### src/pkg/adc_port_pkg.sv
// constants, types and field layout of the converter serial command port
package adc_port_pkg;

  // modulator period in system clocks, 0 standing for 16
  localparam logic [3:0]  MOD_SYS_NORMAL = 4'h0;
  localparam logic [3:0]  MOD_SYS_TURBO  = 4'h8;
  // timeout in modulator periods
  localparam int unsigned TO_MODS_NORMAL = 13955;
  localparam int unsigned TO_MODS_TURBO  = 27910;
  localparam logic [15:0] READY_PULSE_MODS = 16'h0002;

  // result codes
  localparam logic [23:0]        CODE_MAX = 24'h7fffff;
  localparam logic [23:0]        CODE_MIN = 24'h800000;
  localparam logic signed [25:0] SUM_MAX  = 26'sh07fffff;
  localparam logic signed [25:0] SUM_MIN  = 26'sh3800000;

  // opcodes (upper seven bits) and upper nibbles
  localparam logic [6:0] OP_RESET = 7'h03;
  localparam logic [6:0] OP_START = 7'h04;
  localparam logic [6:0] OP_SLEEP = 7'h01;
  localparam logic [3:0] NIB_READ = 4'h1;
  localparam logic [3:0] NIB_CFG_READ_CMD = 4'h2;
  localparam logic [3:0] NIB_CFG_WRITE_CMD = 4'h4;

  // configuration field positions
  localparam logic [7:0] CFG_RESET     = 8'h00;
  localparam int         CFG_MODE_REG  = 1;
  localparam int         MODE_LSB      = 3;
  localparam logic [1:0] MODE_TURBO    = 2'h2;
  localparam int         CONT_BIT      = 2;
  localparam int         CFG_READY_ON_OUT_PIN_SEL_REG = 3;
  localparam int         READY_ON_OUT_PIN_SEL_BIT     = 1;

  // bus offsets
  localparam logic [11:0] A_CFG    = 12'h000;
  localparam logic [11:0] A_RESULT = 12'h004;
  localparam logic [11:0] A_STATUS = 12'h008;
  localparam logic [11:0] A_CTRL   = 12'h00c;
  localparam logic [15:0] CONV_MODS_RESET = 16'h0040;
  localparam logic [15:0] CONV_MODS_MIN   = 16'h0003;

  typedef enum logic [1:0] {S_CMD, S_RDATA, S_CFG_READ_CMD, S_CFG_WRITE_CMD} spi_state_t;
  typedef enum logic [1:0] {C_IDLE, C_RUN, C_SLEEP} conv_state_t;

  typedef struct packed {
    logic turbo;
    logic continuous;
    logic ready_on_out_pin_sel;
  } mode_t;

  typedef struct packed {
    logic [1:0] spi_state;
    logic [1:0] conv_state;
    logic       run_cont;
    logic       sleep_pending;
    logic       ready_n;
  } status_t;

endpackage

### src/adc_serial_command_port.sv
// serial command port of the converter with its ahb-lite control slave
`timescale 1ns/10ps
`default_nettype none

module adc_serial_command_port #(
  parameter int unsigned TIMEOUT_NORMAL_MODS = adc_port_pkg::TO_MODS_NORMAL,
  parameter int unsigned TIMEOUT_TURBO_MODS  = adc_port_pkg::TO_MODS_TURBO
) (
  // clock and reset
  input  wire logic              hclk,
  input  wire logic              hresetn,
  // ahb-lite slave
  input  wire logic              hsel,
  input  wire logic [31:0]       haddr,
  input  wire logic [1:0]        htrans,
  input  wire logic              hwrite,
  input  wire logic [2:0]        hsize,
  input  wire logic [31:0]       hwdata,
  input  wire logic              hready,
  output logic      [31:0]       hrdata,
  output logic                   hreadyout,
  output logic                   hresp,
  // serial pins
  input  wire logic              cs_n,
  input  wire logic              sclk,
  input  wire logic              din,
  output logic                   shared_out_ready_pin,
  output logic                   shared_out_ready_oe_n,
  output logic                   conversion_ready_n,
  // filter output
  input  wire logic signed [25:0] filter_sum
);

  ////////////////////////////////////////////////////////////////////////////
  // pin synchronisers and edges
  logic [2:0] pin_meta;
  logic [2:0] pin_sync;
  logic       sclk_prev;
  logic       cs_hi;
  logic       sclk_s;
  logic       din_s;
  logic       sclk_rise;
  logic       sclk_fall;

  always_ff @(posedge hclk or negedge hresetn) begin
    if (!hresetn) begin
      pin_meta  <= 3'h4;
      pin_sync  <= 3'h4;
      sclk_prev <= 1'b0;
    end else begin
      pin_meta  <= {cs_n, sclk, din};
      pin_sync  <= pin_meta;
      sclk_prev <= pin_sync[1];
    end
  end

  assign cs_hi     = pin_sync[2];
  assign sclk_s    = pin_sync[1];
  assign din_s     = pin_sync[0];
  assign sclk_rise = !cs_hi && sclk_s && !sclk_prev;
  assign sclk_fall = !cs_hi && !sclk_s && sclk_prev;

  ////////////////////////////////////////////////////////////////////////////
  // configuration and mode
  logic [7:0]              cfg [4];
  logic [7:0]              pend [4];
  logic [7:0]              merged [4];
  adc_port_pkg::mode_t     mode;
  logic [3:0]              mod_div;
  logic [3:0]              mod_last;
  logic                    mod_tick;

  assign mode.turbo      = cfg[adc_port_pkg::CFG_MODE_REG][adc_port_pkg::MODE_LSB +: 2]
                           == adc_port_pkg::MODE_TURBO;
  assign mode.continuous = cfg[adc_port_pkg::CFG_MODE_REG][adc_port_pkg::CONT_BIT];
  assign mode.ready_on_out_pin_sel      = cfg[adc_port_pkg::CFG_READY_ON_OUT_PIN_SEL_REG][adc_port_pkg::READY_ON_OUT_PIN_SEL_BIT];

  assign mod_last = (mode.turbo ? adc_port_pkg::MOD_SYS_TURBO
                                : adc_port_pkg::MOD_SYS_NORMAL) - 4'h1;
  assign mod_tick = mod_div == mod_last;

  always_ff @(posedge hclk or negedge hresetn) begin
    if (!hresetn) begin
      mod_div <= 4'h0;
    end else if (mod_tick) begin
      mod_div <= 4'h0;
    end else begin
      mod_div <= mod_div + 4'h1;
    end
  end

  ////////////////////////////////////////////////////////////////////////////
  // serial sequencer
  adc_port_pkg::spi_state_t st;
  logic [2:0]  bits;
  logic [7:0]  rx;
  logic [7:0]  byte_val;
  logic        byte_done;
  logic [1:0]  reg_addr;
  logic [1:0]  bytes_left;
  logic [23:0] tx;
  logic [23:0] result;
  logic [14:0] to_cnt;
  logic [14:0] to_limit;
  logic        busy;
  logic        timeout_hit;
  logic        in_cmd;
  logic        cmd_reset;
  logic        cmd_start;
  logic        cmd_sleep;
  logic        cmd_read;
  logic        cmd_cfg_read_cmd;
  logic        cmd_cfg_write_cmd;
  logic        cfg_write_cmd_commit;
  logic        next_ready_n;

  assign busy        = (st != adc_port_pkg::S_CMD) || (bits != 3'h0);
  assign to_limit    = mode.turbo ? 15'(TIMEOUT_TURBO_MODS) : 15'(TIMEOUT_NORMAL_MODS);
  assign timeout_hit = busy && (to_cnt >= to_limit);
  assign byte_val    = {rx[6:0], din_s};
  assign byte_done   = sclk_fall && (bits == 3'h7) && !timeout_hit;
  assign in_cmd      = byte_done && (st == adc_port_pkg::S_CMD);
  assign cmd_reset   = in_cmd && byte_val[7:1] == adc_port_pkg::OP_RESET;
  assign cmd_start   = in_cmd && byte_val[7:1] == adc_port_pkg::OP_START;
  assign cmd_sleep   = in_cmd && byte_val[7:1] == adc_port_pkg::OP_SLEEP;
  assign cmd_read    = in_cmd && byte_val[7:4] == adc_port_pkg::NIB_READ;
  assign cmd_cfg_read_cmd    = in_cmd && byte_val[7:4] == adc_port_pkg::NIB_CFG_READ_CMD;
  assign cmd_cfg_write_cmd    = in_cmd && byte_val[7:4] == adc_port_pkg::NIB_CFG_WRITE_CMD;
  assign cfg_write_cmd_commit = byte_done && st == adc_port_pkg::S_CFG_WRITE_CMD
                       && bytes_left == 2'h0;

  always_ff @(posedge hclk or negedge hresetn) begin
    if (!hresetn) begin
      st         <= adc_port_pkg::S_CMD;
      bits       <= 3'h0;
      rx         <= 8'h00;
      reg_addr   <= 2'h0;
      bytes_left <= 2'h0;
    end else if (cs_hi || timeout_hit) begin
      st   <= adc_port_pkg::S_CMD;
      bits <= 3'h0;
    end else if (sclk_fall) begin
      rx   <= byte_val;
      bits <= bits + 3'h1;
      if (byte_done) begin
        case (st)
          adc_port_pkg::S_CMD: begin
            reg_addr   <= byte_val[3:2];
            bytes_left <= byte_val[1:0];
            if (cmd_read) begin
              st         <= adc_port_pkg::S_RDATA;
              bytes_left <= 2'h2;
            end else if (cmd_cfg_read_cmd) begin
              st <= adc_port_pkg::S_CFG_READ_CMD;
            end else if (cmd_cfg_write_cmd) begin
              st <= adc_port_pkg::S_CFG_WRITE_CMD;
            end
          end
          adc_port_pkg::S_RDATA, adc_port_pkg::S_CFG_READ_CMD, adc_port_pkg::S_CFG_WRITE_CMD: begin
            reg_addr   <= reg_addr + 2'h1;
            bytes_left <= bytes_left - 2'h1;
            if (bytes_left == 2'h0) begin
              st <= adc_port_pkg::S_CMD;
            end
          end
          default: st <= adc_port_pkg::S_CMD;
        endcase
      end
    end
  end

  // timeout counter in modulator periods
  always_ff @(posedge hclk or negedge hresetn) begin
    if (!hresetn) begin
      to_cnt <= 15'h0000;
    end else if (!busy || cs_hi || sclk_rise || sclk_fall) begin
      to_cnt <= 15'h0000;
    end else if (mod_tick && !timeout_hit) begin
      to_cnt <= to_cnt + 15'h0001;
    end
  end

  // output shift register
  always_ff @(posedge hclk or negedge hresetn) begin
    if (!hresetn) begin
      tx <= 24'h000000;
    end else if (cmd_read) begin
      tx <= result;
    end else if (cmd_cfg_read_cmd) begin
      tx <= {cfg[byte_val[3:2]], 16'h0000};
    end else if (byte_done && st == adc_port_pkg::S_CFG_READ_CMD) begin
      tx <= {cfg[reg_addr + 2'h1], 16'h0000};
    end else if (sclk_rise && (st == adc_port_pkg::S_RDATA || st == adc_port_pkg::S_CFG_READ_CMD)) begin
      tx <= {tx[22:0], 1'b0};
    end
  end

  // shared data/ready pin
  always_ff @(posedge hclk or negedge hresetn) begin
    if (!hresetn) begin
      shared_out_ready_pin  <= 1'b1;
      shared_out_ready_oe_n <= 1'b1;
    end else begin
      shared_out_ready_oe_n <= cs_hi;
      if (st == adc_port_pkg::S_CMD) begin
        shared_out_ready_pin <= mode.ready_on_out_pin_sel ? next_ready_n : 1'b1;
      end else if (sclk_rise) begin
        shared_out_ready_pin <= tx[23];
      end
    end
  end

  // register staging and commit
  always_comb begin
    merged = pend;
    merged[reg_addr] = byte_val;
  end

  always_ff @(posedge hclk or negedge hresetn) begin
    if (!hresetn) begin
      cfg  <= '{default: adc_port_pkg::CFG_RESET};
      pend <= '{default: adc_port_pkg::CFG_RESET};
    end else if (cmd_reset) begin
      cfg <= '{default: adc_port_pkg::CFG_RESET};
    end else if (cmd_cfg_write_cmd) begin
      pend <= cfg;
    end else if (cfg_write_cmd_commit) begin
      cfg <= merged;
    end else if (byte_done && st == adc_port_pkg::S_CFG_WRITE_CMD) begin
      pend <= merged;
    end
  end

  ////////////////////////////////////////////////////////////////////////////
  // conversion sequencer
  adc_port_pkg::conv_state_t cst;
  logic [15:0] conv_mods;
  logic [15:0] conv_cnt;
  logic        boot;
  logic        run_cont;
  logic        sleep_pending;
  logic        conv_done;
  logic        pre_pulse;
  logic        any_start;

  assign any_start = boot || cmd_start || cmd_reset || cfg_write_cmd_commit;
  assign conv_done = cst == adc_port_pkg::C_RUN && mod_tick
                     && conv_cnt == conv_mods - 16'h0001;
  assign pre_pulse = cst == adc_port_pkg::C_RUN && run_cont && mod_tick
                     && conv_cnt == conv_mods - adc_port_pkg::READY_PULSE_MODS - 16'h0001;

  always_ff @(posedge hclk or negedge hresetn) begin
    if (!hresetn) begin
      cst           <= adc_port_pkg::C_IDLE;
      conv_cnt      <= 16'h0000;
      boot          <= 1'b1;
      run_cont      <= 1'b0;
      sleep_pending <= 1'b0;
    end else begin
      boot <= 1'b0;
      if (any_start) begin
        cst           <= adc_port_pkg::C_RUN;
        conv_cnt      <= 16'h0000;
        run_cont      <= cmd_start && mode.continuous;
        sleep_pending <= 1'b0;
      end else if (cmd_sleep && cst != adc_port_pkg::C_RUN) begin
        cst <= adc_port_pkg::C_SLEEP;
      end else begin
        if (cmd_sleep) begin
          sleep_pending <= 1'b1;
        end
        case (cst)
          adc_port_pkg::C_RUN: begin
            if (conv_done) begin
              conv_cnt <= 16'h0000;
              if (sleep_pending || cmd_sleep) begin
                cst <= adc_port_pkg::C_SLEEP;
              end else if (!run_cont) begin
                cst <= adc_port_pkg::C_IDLE;
              end
            end else if (mod_tick) begin
              conv_cnt <= conv_cnt + 16'h0001;
            end
          end
          adc_port_pkg::C_IDLE, adc_port_pkg::C_SLEEP: conv_cnt <= 16'h0000;
          default: cst <= adc_port_pkg::C_IDLE;
        endcase
      end
    end
  end

  function automatic logic [23:0] saturate(input logic signed [25:0] v);
    if (v > adc_port_pkg::SUM_MAX) begin
      saturate = adc_port_pkg::CODE_MAX;
    end else if (v < adc_port_pkg::SUM_MIN) begin
      saturate = adc_port_pkg::CODE_MIN;
    end else begin
      saturate = v[23:0];
    end
  endfunction

  always_comb begin
    next_ready_n = conversion_ready_n;
    if (conv_done) begin
      next_ready_n = 1'b0;
    end else if (sclk_rise || pre_pulse) begin
      next_ready_n = 1'b1;
    end
  end

  always_ff @(posedge hclk or negedge hresetn) begin
    if (!hresetn) begin
      result             <= 24'h000000;
      conversion_ready_n <= 1'b1;
    end else begin
      conversion_ready_n <= next_ready_n;
      if (conv_done) begin
        result <= saturate(filter_sum);
      end
    end
  end

  ////////////////////////////////////////////////////////////////////////////
  // ahb-lite slave
  logic        ap_valid;
  logic        dp_write;
  logic [11:0] dp_addr;
  adc_port_pkg::status_t status;

  assign ap_valid  = hsel && htrans[1] && hready;
  assign hreadyout = 1'b1;
  assign hresp     = 1'b0;
  assign status    = '{spi_state: st, conv_state: cst, run_cont: run_cont,
                       sleep_pending: sleep_pending, ready_n: conversion_ready_n};

  always_ff @(posedge hclk or negedge hresetn) begin
    if (!hresetn) begin
      dp_write <= 1'b0;
      dp_addr  <= 12'h000;
    end else begin
      dp_write <= ap_valid && hwrite;
      dp_addr  <= {haddr[11:2], 2'h0};
    end
  end

  always_ff @(posedge hclk or negedge hresetn) begin
    if (!hresetn) begin
      conv_mods <= adc_port_pkg::CONV_MODS_RESET;
    end else if (dp_write && dp_addr == adc_port_pkg::A_CTRL) begin
      conv_mods <= (hwdata[15:0] < adc_port_pkg::CONV_MODS_MIN)
                   ? adc_port_pkg::CONV_MODS_MIN : hwdata[15:0];
    end
  end

  always_ff @(posedge hclk or negedge hresetn) begin
    if (!hresetn) begin
      hrdata <= 32'h00000000;
    end else if (ap_valid && !hwrite) begin
      case ({haddr[11:2], 2'h0})
        adc_port_pkg::A_CFG:    hrdata <= {cfg[3], cfg[2], cfg[1], cfg[0]};
        adc_port_pkg::A_RESULT: hrdata <= {8'h00, result};
        adc_port_pkg::A_STATUS: hrdata <= {25'h0000000, status};
        adc_port_pkg::A_CTRL:   hrdata <= {16'h0000, conv_mods};
        default:                hrdata <= 32'h00000000;
      endcase
    end
  end
endmodule

`default_nettype wire

### config.mk
export PLATFORM = sky130hd
export DESIGN_NAME = adc_serial_command_port
export DESIGN_NICKNAME = d
export VERILOG_FILES = /design/src/pkg/adc_port_pkg.sv /design/src/adc_serial_command_port.sv
export SDC_FILE = /design/constraint.sdc
export NUM_CORES = 1
export LEC_CHECK = 0
export CORE_MARGIN = 2
export CORE_UTILIZATION = 50
export CTS_BUF_LIST = sky130_fd_sc_hd__clkbuf_4
export CTS_CLUSTER_SIZE = 30
export DETAILED_ROUTE_END_ITERATION = 16
export DONT_BUFFER_PORTS = 1
export GPL_TIMING_DRIVEN = 0
export PLACE_DENSITY = 0.64
export SYNTH_ARGS = -nofsm -noshare
export SYNTH_HDL_FRONTEND = slang
export SYNTH_SLANG_ARGS = --single-unit
### constraint.sdc
create_clock -name hclk -period 8.5 [get_ports hclk]
set_input_delay 1.275 -clock hclk [delete_from_list [all_inputs] [get_ports hclk]]
set_output_delay 1.275 -clock hclk [all_outputs]
set_load 0.005 [all_outputs]
# Word level (Yosys, flattened, before mapping)
# Index checks and enable logic that the tools add are counted.
# Widths: inputs -> output; s select.
[word_totals]
in_bits = 103
regBits = 237
word_cells = 219
[classes]
n_addsub = 10
bitwise = 5
n_lt_le_gt_ge = 8
reduce_logical = 74
eq_ne = 30
mux = 60
[op_table]
columns = ["operator", "n"]
rows = [
  ["$mux 32", 6],
  ["$mux 24", 6],
  ["$pmux 32 s4", 1],
  ["$mux 16", 5],
  ["$mux 15", 3],
  ["$mux 8", 5],
  ["$bmux 8 s2", 2],
  ["$bwmux 32", 1],
  ["$eq 16x16->1", 2],
  ["$logic_and 1x1->1", 32],
  ["$pmux 16 s2", 1],
  ["$sub 16x1->16 const B", 2],
  ["$eq 10x2->1 const B", 3],
  ["$gt 26x24->1 const B", 1],
  ["$lt 26x24->1 const B", 1],
  ["$mux 2", 13],
  ["$add 16x1->16 const B", 1],
  ["$demux 8 s2", 1],
  ["$lt 16x2->1 const B", 1],
  ["$pmux 2 s2", 4],
  ["$reduce_bool 2->1", 8],
  ["$sub 16x2->16 const B", 1],
  ["$add 15x1->15 const B", 1],
  ["$ge 15x15->1", 1],
  ["41 further kinds", 85],
]

# Depth between registers and ports, before layout
# Gate-level depths: netlist (run 1).
[depth]
ltp_word = 15
mapped_depth = 13
depth_no_buf = 10

# Worst setup path after synthesis (run 1)
# OpenSTA, ideal clock, no wires.
[synth_timing]
path_kind = "flip-flop to flip-flop"
start = "register cfg[19] (netlist name)"
end = "register pend[12] (netlist name)"
arrival_ps = 3101
setup_slack_ps = 5273
path_buffers = 1
period_less_slack_ps = 3227
setup_ps = 126
stages_incl_launch_ff = 12
cell_sequence = "dfrtp_1 and2b_1 inv_1 ha_1 or4_1 o311a_1 o21a_2 nor4_4 buf_6 nand2_4 and3_1 a221o_1"
[synth_via]
elab_chain_cells = 10
word_cells_on_any_way = 16
cone_classes = "order compare: 1; eq/ne: 2; mux: 2; bitwise: 1; reduce/logical: 10"
[synth_lines]
columns = ["item", "line", "source"]
rows = [
  ["from (decl)", "adc_serial_command_port.sv:65", "logic [7:0] cfg [4];"],
  ["from (signal assigned)", "adc_serial_command_port.sv:228", "cfg <= merged;"],
  ["$eq 2x2->1 (*)", "adc_serial_command_port.sv:74", "== adc_port_pkg::MODE_TURBO;"],
  ["$mux 15 (*)", "adc_serial_command_port.sv:118", "assign to_limit = mode.turbo ? 15'(TIMEOUT_TURBO_MODS) : 15'(TIMEOUT_NORMAL_MODS);"],
  ["$ge 15x15->1 (*)", "adc_serial_command_port.sv:119", "assign timeout_hit = busy && (to_cnt >= to_limit);"],
  ["$logic_and 1x1->1 (*)", "adc_serial_command_port.sv:119", ""],
  ["$logic_not 1->1 (*)", "adc_serial_command_port.sv:121", "assign byte_done = sclk_fall && (bits == 3'h7) && !timeout_hit;"],
  ["$logic_and 1x1->1 (*)", "adc_serial_command_port.sv:121", ""],
  ["$logic_and 1x1->1, on equally long branches", "adc_serial_command_port.sv:122, adc_serial_command_port.sv:129, adc_serial_command_port.sv:229", ""],
  ["$logic_and 1x1->1, on equally long branches", "adc_serial_command_port.sv:128, adc_serial_command_port.sv:123, adc_serial_command_port.sv:130", ""],
  ["$ne 2x2->1 (no source line) (tied with other cells)", "n/a", ""],
  ["$reduce_and 3->1 (no source line)", "n/a", ""],
  ["to (signal assigned)", "adc_serial_command_port.sv:226", "pend <= cfg;"],
  ["to (signal assigned)", "adc_serial_command_port.sv:230", "pend <= merged;"],
  ["to (decl)", "adc_serial_command_port.sv:66", "logic [7:0] pend [4];"],
]
# Mark *: on every way between the ends. The rest lies on a longest branch, timed or not.
# A chain may end at the register's enable or synchronous reset.

# Worst setup path in the final report (run 1)
[layout_timing]
start = "register cfg[19] (netlist name)"
end = "register cfg[18] (netlist name)"
[layout_via]
elab_chain_cells = 10
word_cells_on_any_way = 15
cone_classes = "order compare: 1; eq/ne: 2; mux: 2; reduce/logical: 10"
[layout_lines]
columns = ["item", "line"]
rows = [
  ["$eq 2x2->1 (*)", "adc_serial_command_port.sv:74"],
  ["$mux 15 (*)", "adc_serial_command_port.sv:118"],
  ["$ge 15x15->1 (*)", "adc_serial_command_port.sv:119"],
  ["$logic_and 1x1->1 (*)", "adc_serial_command_port.sv:119"],
  ["$logic_not 1->1 (*)", "adc_serial_command_port.sv:121"],
  ["$logic_and 1x1->1 (*)", "adc_serial_command_port.sv:121"],
  ["$logic_and 1x1->1, on equally long branches", "adc_serial_command_port.sv:122, adc_serial_command_port.sv:129"],
  ["$logic_and 1x1->1, on equally long branches", "adc_serial_command_port.sv:123, adc_serial_command_port.sv:128, adc_serial_command_port.sv:130"],
  ["$ne 2x2->1 (no source line) or $reduce_bool 2->1 (tied branches)", "n/a"],
  ["$reduce_and 2->1 (no source line)", "n/a"],
]
# Marked as above.

==> run metrics, run 1 <==
Reg area 0.005939 mm²; Worst R2R Setup Slack 4.30 ns; First DRT Iteration DRCs 1001; layout net count 1465; clock slew at reported path FFs 0.07 ns; final cell count without fillers 1721; WL final 35270 µm; top cell type by total area after synthesis dfrtp_1; Setup CP Type register to register; Slew headroom 0.3995; top post-synthesis cells by area dfrtp_1, o21ai_0, nand2_1; Final Setup Violations 0; via density per instance 5.976; final worst path period share 0.4940; max incr delay on CP 0.54 ns; CTS tree done; Clock Tree Buf Depth 3; post-synthesis cell type count 77; PnR worst setup slack 4.301 ns; via count 10280; Top Ports 140; crit end category register; Async S/R FF share, synth 1.000; Mapped Cells 1278; Post-synth EDFFs 0; cts hold-fix bufs 0; worst-margin pin slew 0.9007 ns; Buf+Inv Stages, Crit Path 2; Avg Synthesized Cell Area 9.779 µm²; area growth from synthesis to final layout 9.922%; die footprint 0.02627 mm²; unrepaired setup endpoints after global routing false; Final Max Slew Viols 0; DPL Wire Length 24990 µm; Die Span Y 162.1 µm; min cycle time layout 4.199 ns; Seq cells post-synth 237; Synth Warn # 0; largest family of logic cells by synthesized area simple AND/OR/NAND/NOR gates; Synth top area share 0.4606; Synth Area in XOR/XNOR 0.03855; detailed-route DRC error count 0; post-synthesis adder-cell area fraction 0.02082; pin count of the biggest net entering global routing 238; CP Launch Type register; IO buf count 0; leak pwr 5.911 nW; critical path, cell by cell and2b_1 -> inv_1 -> ha_1 -> or4_1 -> o311a_1 -> o21ai_2 -> nand4b_1 -> nand3_1 -> clkbuf_1 -> nand2_1 -> o21ai_0; part of the Yosys area used for sequential elements 0.4753; fillers 2222; post-cts sizing count 0; vias in the first global route 9995; Final ANT Viol Nets 0; clk_lat worst skew 0.73 ns; worst IR drop on VDD 120.9 µV; H-tree Lvls 2; Setup WS pre-CTS 4.331 ns; routability congestion estimate 0.8823; final-report hold violation count 0; status finished clean; CTS buffer count 61; post-CTS setup buffer count 0; area occupied by multi-input gates 0.006115 mm²; Root Buffer clkbuf_4; PwrDens 175.7 mW/mm²; Simple-Gate Fraction of Synth Area 0.1669; Placed Cells 1603; Core Area 0.02446 mm²; Worst Hold Class input pin to asynchronous set/reset pin; Fmax 0.2382 GHz; DR pass1 iterations 5; share of cells above drive strength 1 0.1401; GR Overflow Total 0; mapped cell area 0.01250 mm²; Slowest-stage cell, CP dfrtp_1; starting density of the core 0.5109; number of cell rows 57; critical path data required time 9.10 ns; compound-cell area share of the yosys netlist 0.1568; final hold slack 0.2647 ns; Primary FF master, synth dfrtp_1; critical path arrival 4.80 ns; initial antenna violation count 1; max-capacitance violation count 0; Clock Skew 0.04187 ns; DIE WIDTH 162.1 µm; sum of negative setup slack 0 ns; family with the most delay on the worst path simple AND/OR/NAND/NOR gates; multiplexer share of the synthesized area 0.1053; critical-path maximum fanout 10; Avg WL per Cell 20.49 µm; global-route wire length before repair 55880 µm; CTS Sinks 237; Total GRT Usage 0.2722
kinds of logic (layout without fill, tap and decap cells):
family / after synthesis / count (layout)
simple gates: 423 / 423
compound gates: 322 / 322
mux: 107 / 107
buf+inv: 111 / 224
fa+ha+maj: 21 / 21
other cells: 2 / 8
xor+xnor: 55 / 55
flops: 237 / 237
final timing paths:
path,end,cells past startpoint,startpoint
max in group asynchronous,shared_out_ready_oe_n$_DFF_PN1_,0,hresetn
min in group hclk,pin_sync[1]$_DFF_PN0_,0,pin_meta[1]$_DFF_PN0_
hold / removal,conv_mods[12]$_DFFE_PN0P_,0,hresetn
setup / recovery,cfg[18]$_DFFE_PN0P_,11,cfg[19]$_DFFE_PN0P_
setup reg to reg,cfg[18]$_DFFE_PN0P_,11,cfg[19]$_DFFE_PN0P_
hold reg to reg,pin_sync[1]$_DFF_PN0_,0,pin_meta[1]$_DFF_PN0_
cells in the final DEF, fill, tap and decap left out, types with 16 or more instances in the layout:
cell type  instances
a21oi_1           63
a22oi_1           28
and3_1            16
clkbuf_1          64
clkbuf_4          97
dfrtp_1          230
ha_1              20
inv_1             24
mux2_2            36
mux2i_1           55
mux4_2            16
nand2_1          169
nand3_1           31
nand4_1           16
nor2_1            93
o21ai_0          132
o21ai_1           16
xnor2_1           35
xor2_1            20
sequential cells by signal, summed over array words and instances (netlist names), 2 cells and up:
| signal | flops |
|---|---|
| pin_sync | 3 |
| cst | 2 |
| reg_addr | 2 |
| bits | 3 |
| tx | 24 |
| pend | 32 |
| st | 2 |
| dp_addr | 10 |
| hrdata | 32 |
| conv_mods | 16 |
| mod_div | 4 |
| pin_meta | 3 |
| result | 24 |
| conv_cnt | 16 |
| to_cnt | 15 |
| bytes_left | 2 |
| rx | 7 |
| cfg | 32 |
synth_stat cells, drive strengths merged, types with 23 or more instances:
cell type / instances
clkbuf: 64
xnor2: 35
o21ai: 149
a21oi: 63
mux2: 36
dfrtp: 230
a22oi: 28
nand3: 31
buf: 23
nor2: 94
inv: 24
mux2i: 55
nand2: 173
layer usage:
layer	GRT usage	part of all wire	vias to the layer above	routed length, µm
met5	0	0	-	0
met4	0.08729	0.030	0	1044
met3	0.04852	0.067	80	2370
met2	0.4350	0.46	380	16360
met1	0.3796	0.44	5051	15500
li1	-	-	4773	-
final cells by class:
| type | instances | share of cell area |
|---|---|---|
| antenna | 5 | 0.0009108 |
| clock buffer | 97 | 0.05301 |
| sequential | 237 | 0.4324 |
| clock inverter | 16 | 0.006558 |
| buffer | 87 | 0.02596 |
| inverter | 24 | 0.006558 |
| tap | 324 | 0.02951 |
| multi-input combinational | 931 | 0.4451 |
per-stage QoR:
| stage | utilization | instance area, µm² | power [mW] |
|---|---|---|---|
| after floorplan | - | 12500 | 1.340 |
| after global placement | 0.5276 | 12910 | 1.401 |
| after detailed placement | 0.5276 | 12910 | 1.404 |
| after CTS | 0.5610 | 13720 | 2.433 |
| after global routing | 0.5616 | 13740 | 2.518 |
| final | 0.5616 | 13740 | 2.413 |
power by group:
part | switching, mW | total (mW) | internal [mW]
Combinational | 0.139 | 0.214 | 0.0758
Clock | 0.483 | 1.03 | 0.544
Sequential | 0.0194 | 1.17 | 1.15
Note: power is estimated with default switching activity, not from simulation.
==> run 2, diff against run 1 <==
--- a/config.mk
+++ b/config.mk
@@ -5,6 +5,7 @@
 export SDC_FILE = /design/constraint.sdc
 export NUM_CORES = 1
 export LEC_CHECK = 0
+export ABC_AREA = 1
 export CORE_MARGIN = 2
 export CORE_UTILIZATION = 50
 export CTS_BUF_LIST = sky130_fd_sc_hd__clkbuf_4
@@ -12,7 +13,7 @@
 export DETAILED_ROUTE_END_ITERATION = 16
 export DONT_BUFFER_PORTS = 1
 export GPL_TIMING_DRIVEN = 0
-export PLACE_DENSITY = 0.64
+export PLACE_DENSITY = 0.67
 export SYNTH_ARGS = -nofsm -noshare
 export SYNTH_HDL_FRONTEND = slang
 export SYNTH_SLANG_ARGS = --single-unit
==> constraint.sdc (replaced) <==
create_clock -name hclk -period 3.85 [get_ports hclk]
set_input_delay 0.5775 -clock hclk [delete_from_list [all_inputs] [get_ports hclk]]
set_output_delay 0.5775 -clock hclk [all_outputs]
set_load 0.005 [all_outputs]
==> run metrics, run 2 <==
status complete, but fails checks; violated checks negative hold slack; most common cell in the netlist nand2_1; via count 13130 (+28%); critical path data required time 4.40 ns (-4.70 ns); final hold slack -0.4179 ns (-0.6826 ns); Clock Tree Buf Depth 3 (unchanged); Clock Skew 0.05844 ns (+0.01656 ns); start of the worst register-to-register path cfg[19]$_DFFE_PN0P_; Synth Warn # 0 (unchanged); post-synthesis cell type count 53 (-31%); GR Overflow Total 0 (unchanged); Die Span Y 168.9 µm (+4.2%); area growth from synthesis to final layout 11.80%; CTS buffer count 68 (+11%); PnR worst setup slack 0.6812 ns (-3.620 ns); Avg WL per Cell 18.11 µm (-12%); Synth top area share 0.4235 (-0.03710); final-report hold violation count 237 (+237); top post-synthesis cells by area dfrtp_1, nand2_1, nand3_1; Slew headroom 0.1137 (-0.2859); post-synthesis adder-cell area fraction 0.01841 (-0.002414); Placed Cells 2176 (+36%); Total GRT Usage 0.2976 (+0.02539); worst r2r path cells 15 (+4); max-capacitance violation count 0 (unchanged); DR pass1 iterations 6 (+1); cts hold-fix bufs 21 (+21); biggest regs cfg (32), hrdata (32), pend (32); final cell count without fillers 2320 (+35%); CP Launch Type register; worst IR drop on VDD 190.2 µV (+57%); global-route wire length before repair 66720 µm (+19%); mapped cell area 0.01359 mm² (+8.8%); Setup CP Type register to register; top sig layer met4; Root Buffer clkbuf_4; H-tree Lvls 3 (+1); Fmax 0.3156 GHz (+32%); via density per instance 5.657 (-5.3%); post-cts sizing count 0 (unchanged); starting density of the core 0.5071 (-0.003726); DIE WIDTH 168.9 µm (+4.2%); critical path arrival 3.72 ns (-1.08 ns); leak pwr 7.166 nW (+21%); critical-path maximum fanout 11 (+1); met2 WL 19490 µm (+19%); max incr delay on CP 0.43 ns (-0.11 ns); part of the Yosys area used for sequential elements 0.4370 (-0.03828); Top Ports 140 (unchanged); detailed-route DRC error count 0 (unchanged); layout net count 2049 (+40%); Simple-Gate Fraction of Synth Area 0.2817 (+0.1148); commonest non-fill, non-tap cells in the layout nand2_1, dfrtp_1, inv_1; clock slew at reported path FFs 0.06 ns (about the same); top cell type by total area after synthesis dfrtp_1; unrepaired setup endpoints after global routing false; reg-to-reg endpoint cfg[21]$_DFFE_PN0P_; Slowest-stage cell, CP dfrtp_1; post-CTS setup buffer count 0 (unchanged); initial antenna violation count 2 (+1); fillers 2578 (+16%); Primary FF master, synth dfrtp_1; Setup WS pre-CTS 0.7580 ns (-3.573 ns); multiplexer share of the synthesized area 0.003314 (-0.1020); routability congestion estimate 0.9409 (+6.6%); share of cells above drive strength 1 0.1027 (-0.03741); Synth Area in XOR/XNOR 0.02706 (-0.01148); WL final 42010 µm (+19%); metal1 wirelength 18480 µm (+19%); largest family of logic cells by synthesized area simple AND/OR/NAND/NOR gates; First DRT Iteration DRCs 1219 (+22%); Mapped Cells 1834 (+44%); min cycle time layout 3.169 ns (-1.030 ns); compound-cell area share of the yosys netlist 0.1509 (-0.005909); Core Area 0.02680 mm² (+9.6%); sum of negative setup slack 0 ns (unchanged); Final Setup Violations 0 (unchanged); CTS tree done; Post-synth EDFFs 0 (unchanged); pin count of the biggest net entering global routing 238 (unchanged); number of cell rows 60 (+5.3%); Seq cells post-synth 237 (unchanged); Avg Synthesized Cell Area 7.411 µm² (-24%); vias in the first global route 12500 (+25%); Worst Hold Class input pin to asynchronous set/reset pin; CTS Sinks 237 (unchanged); worst-margin pin slew 1.319 ns (+0.4186 ns); met3 WL 2678 µm (+13%); commonest non-fill, non-tap cell in the layout nand2_1; Final ANT Viol Nets 0 (unchanged); critical path, cell by cell inv_2 -> nand2_2 -> ha_1 -> or2_1 -> nor2_1 -> nand2_1 -> nand3_1 -> nand3_2 -> a21boi_4 -> nand3_2 -> nand2_2 -> nand2_4 -> clkbuf_1 -> nand2_1 -> o21ai_1; crit end category register; Async S/R FF share, synth 1.000 (unchanged); Worst R2R Setup Slack 0.68 ns (-3.62 ns); IO buf count 0 (unchanged); PwrDens 363.2 mW/mm² (+110%); clk_lat worst skew 0.72 ns (about the same); Final Max Slew Viols 0 (unchanged); Final Core Density 0.5670 (+0.005436); die footprint 0.02852 mm² (+8.5%); final worst path period share 0.8231 (+0.3291); DPL Wire Length 30260 µm (+21%); synth cell count leaders nand2_1, dfrtp_1, inv_1
-- run 2: area by class of cell --
class,instances,area (µm²),share of cell area
Inverter,169,634.4,0.04175
Sequential cell,237,5939,0.3909
Tap cell,341,426.7,0.02808
Clock buffer,104,780.7,0.05138
Timing Repair Buffer,21,210.2,0.01383
Clock inverter,17,177.7,0.01169
Antenna cell,2,5.005,0.0003294
Buffer,94,467.9,0.03079
Multi-Input combinational cell,1335,6554,0.4313
-- run 2: stage by stage --
step	total power, mW	instance area, µm²
2_1_floorplan	2.796	13600
3_3_place_gp	2.890	14020
3_5_place_dp	2.895	14020
4_1_cts	5.561	15190
5_1_grt	5.741	15200
6_report	5.519	15200
-- run 2: logic make-up after synthesis --
| logic type | count (synthesis) |
|---|---|
| adder cells (fa/ha/maj) | 20 |
| AO/OA/AOI/OAI | 365 |
| other | 2 |
| multiplexers | 4 |
| buffers and inverters | 263 |
| flip-flops | 237 |
| XOR/XNOR | 42 |
| AND/OR/NAND/NOR | 901 |
-- run 2: worst max-delay path, delay by kind of cell (launching register included) --
| kind | cells | cell delay [ns] |
|---|---|---|
| simple gates | 10 | 1.55 |
| buf+inv | 2 | 0.53 |
| flops | 1 | 0.43 |
| compound gates | 2 | 0.30 |
| fa+ha+maj | 1 | 0.23 |
-- run 2: per-layer routing --
metal / track usage / vias up
li1: - / 6250
met1: 0.4039 / 6274
met2: 0.4743 / 513
met3: 0.05728 / 88
met4: 0.1147 / 0
met5: 0 / -
-- run 2: how the worst max path moves through the flow --
stage                                    from                    end  cells after the start
final                     cfg[19]$_DFFE_PN0P_    cfg[21]$_DFFE_PN0P_                     15
after global placement     cst[0]$_DFFE_PN0P_  result[0]$_DFFE_PN0P_                     11
after floorplan           cfg[19]$_DFFE_PN0P_    cfg[23]$_DFFE_PN0P_                     16
after detailed placement  cfg[19]$_DFFE_PN0P_    cfg[28]$_DFFE_PN0P_                     15
after CTS                 cfg[19]$_DFFE_PN0P_    cfg[21]$_DFFE_PN0P_                     15
after global routing      cfg[19]$_DFFE_PN0P_    cfg[24]$_DFFE_PN0P_                     15
-- run 2: power by group --
part           total (mW)  internal [mW]  switching, mW
Clock                2.64           1.50           1.14
Sequential           2.55           2.52         0.0299
Combinational       0.326         0.0913          0.235
Total                5.52           4.11           1.40
==> run 3, diff against run 2 <==
--- a/config.mk
+++ b/config.mk
@@ -13,7 +13,7 @@
 export DETAILED_ROUTE_END_ITERATION = 16
 export DONT_BUFFER_PORTS = 1
 export GPL_TIMING_DRIVEN = 0
-export PLACE_DENSITY = 0.67
+export PLACE_DENSITY = 0.64
 export SYNTH_ARGS = -nofsm -noshare
 export SYNTH_HDL_FRONTEND = slang
 export SYNTH_SLANG_ARGS = --single-unit
==> constraint.sdc (replaced) <==
create_clock -name hclk -period 3.16 [get_ports hclk]
set_input_delay 0.474 -clock hclk [delete_from_list [all_inputs] [get_ports hclk]]
set_output_delay 0.474 -clock hclk [all_outputs]
set_load 0.005 [all_outputs]
==> run metrics, run 3 (synthesized netlist as in run 2, its figures left out) <==
max incr delay on CP 0.44 ns (about the same); Slowest-stage cell, CP dfrtp_1; reg-to-reg endpoint cfg[13]$_DFFE_PN0P_; max-capacitance violation count 0 (unchanged); DPL Wire Length 30800 µm (+1.8%); Slew headroom 0.2869 (+0.1733); worst r2r path cells 15 (unchanged); vias in the first global route 12890 (+3.1%); Worst R2R Setup Slack 0.26 ns (-0.42 ns); area occupied by multi-input gates 0.006569 mm² (+0.23%); via count 13310 (+1.4%); routability congestion estimate 0.9712 (+3.2%); status complete, but fails checks; IO buf count 0 (unchanged); commonest non-fill, non-tap cell in the layout nand2_1; Total GRT Usage 0.3056 (+0.008020); global-route wire length before repair 68710 µm (+3.0%); unrepaired setup endpoints after global routing false; critical-path maximum fanout 11 (unchanged); detailed-route DRC error count 0 (unchanged); WL final 42710 µm (+1.7%); crit end category register; Reg area 0.005939 mm² (unchanged); share of cells above drive strength 1 0.1040 (+0.001299); area growth from synthesis to final layout 13.81%; DIE WIDTH 168.9 µm (unchanged); GR Layer Usage met2 0.4868 (+0.01247); grt met3 use 0.04559 (-0.01169); GR Layer Usage met1 0.4221 (+0.01823); PwrDens 418.8 mW/mm² (+15%); final-report hold violation count 237 (unchanged); worst-margin pin slew 1.061 ns (-0.2579 ns); Top Ports 140 (unchanged); start of the worst register-to-register path cfg[19]$_DFFE_PN0P_; initial antenna violation count 1 (-1); biggest regs cfg (32), hrdata (32), pend (32); violated checks negative hold slack; Fmax 0.3447 GHz (+9.2%); commonest non-fill, non-tap cells in the layout nand2_1, dfrtp_1, inv_1; Avg WL per Cell 18.15 µm (+0.23%); Final Setup Violations 0 (unchanged); CTS tree done; Core Area 0.02680 mm² (unchanged); leak pwr 7.278 nW (+1.6%); critical path arrival 3.46 ns (-0.26 ns); First DRT Iteration DRCs 1269 (+4.1%); CTS buffer count 69 (+1.5%); via density per instance 5.655 (about the same); starting density of the core 0.5071 (unchanged); family with the most delay on the worst path simple AND/OR/NAND/NOR gates; GR Overflow Total 0 (unchanged); critical path data required time 3.72 ns (-0.68 ns); Final ANT Viol Nets 0 (unchanged); layout net count 2082 (+1.6%); fillers 2537 (-1.6%); CP Launch Type register; critical path, cell by cell inv_4 -> nand2_4 -> ha_1 -> or2_1 -> nor2_1 -> nand2_1 -> nand3_1 -> nand3_2 -> a21boi_4 -> nand3_4 -> nand2_2 -> nand2_4 -> clkbuf_1 -> nand2_1 -> o21ai_0; Setup CP Type register to register; Buf+Inv Stages, Crit Path 2 (unchanged); number of cell rows 60 (unchanged); DR pass1 iterations 6 (unchanged); H-tree Lvls 3 (unchanged); final hold slack -0.5172 ns (-0.09924 ns); clk_lat worst skew 0.71 ns (about the same); post-CTS setup buffer count 0 (unchanged); Die Span Y 168.9 µm (unchanged); clock slew at reported path FFs 0.06 ns (about the same); pin count of the biggest net entering global routing 238 (unchanged); CTS Sinks 237 (unchanged); sum of negative setup slack 0 ns (unchanged); Final Max Slew Viols 0 (unchanged); Worst Hold Class input pin to asynchronous set/reset pin; layer with the highest usage met2; final worst path period share 0.9181 (+0.09508); Clock Skew 0.07330 ns (+0.01487 ns); Clock Tree Buf Depth 3 (unchanged); die footprint 0.02852 mm² (unchanged); min cycle time layout 2.901 ns (-0.2675 ns); worst IR drop on VDD 252.2 µV (+33%); Root Buffer clkbuf_4
## run 3: changes by cell type in the layout (fill, tap and decap cells not counted), sizes merged
cell,delta
dlygate4sd3,+32
bufinv,-4
clkbuf,+3
inv,+3
buf,-1
clkinv,-1
clkinvlp,+1
## run 3: report_power, final
group	leakage, nW	internal, mW	switching (mW)
clock network	0.525	1.54	1.40
logic	3.71	0.137	0.287
registers	3.05	3.08	0.0361
total	7.28	4.76	1.72
## run 3: how the worst max path moves through the flow
stage | start | end | slack (ns) | depth (start not counted)
2_1_floorplan | cfg[19]$_DFFE_PN0P_ | cfg[23]$_DFFE_PN0P_ | 0.80 | 16
6_report | cfg[19]$_DFFE_PN0P_ | cfg[13]$_DFFE_PN0P_ | 0.26 | 15
4_1_cts | cfg[19]$_DFFE_PN0P_ | cfg[25]$_DFFE_PN0P_ | 0.01 | 15
5_1_grt | reg_addr[0]$_DFFE_PN0P_ | tx[23]$_DFFE_PN0P_ | 0.002 | 15
3_3_place_gp | cfg[19]$_DFFE_PN0P_ | cfg[27]$_DFFE_PN0P_ | 0.05 | 15
3_5_place_dp | cfg[19]$_DFFE_PN0P_ | cfg[25]$_DFFE_PN0P_ | 0.05 | 15
## run 3: final cells by class
type,instances,share of cell area
clock buffers,106,0.05144
diodes,2,0.0003235
flip-flops and latches,237,0.3840
well taps,341,0.02758
clock inverters,16,0.006066
plain buffers,94,0.03049
multi-input cells,1335,0.4247
repair buffers,53,0.03430
inverters,169,0.04117
## run 3: through the flow
| step | util | worst slack (ns) | cells | power (mW) | instance area (µm²) |
|---|---|---|---|---|---|
| finish | 0.5772 | 0.2587 | 2353 | 6.478 | 15470 |
| global route | 0.5772 | 0.001865 | 2353 | 6.747 | 15470 |
| CTS | 0.5758 | 0.01134 | 2350 | 6.523 | 15430 |
| detailed placement | 0.5232 | 0.05023 | 2176 | 3.523 | 14020 |
| global placement | 0.5232 | 0.05312 | 2176 | 3.519 | 14020 |
| floorplan | - | 0.8011 | 1835 | 3.406 | 13600 |
## run 3: per-layer routing
layer,vias to the layer above,part of all wire
li1,6354,-
met2,508,0.46
met4,0,0.035
met3,115,0.065
met1,6330,0.44
met5,-,0
## run 3: worst reg2reg max path, stage by stage, from the launching register on
cell	delay, ns
dfrtp_1	0.44
inv_4	0.18
nand2_4	0.13
ha_1	0.20
or2_1	0.22
nor2_1	0.10
nand2_1	0.09
nand3_1	0.10
nand3_2	0.13
a21boi_4	0.29
nand3_4	0.19
nand2_2	0.17
nand2_4	0.10
clkbuf_1	0.25
nand2_1	0.12
o21ai_0	0.08
## run 3: what timing repair did
item,4_1_cts,5_1_grt
gates resized for setup,0,7
endpoints found under the setup margin,0,108
hold buffers,52,1
endpoints found under the hold margin,288,238
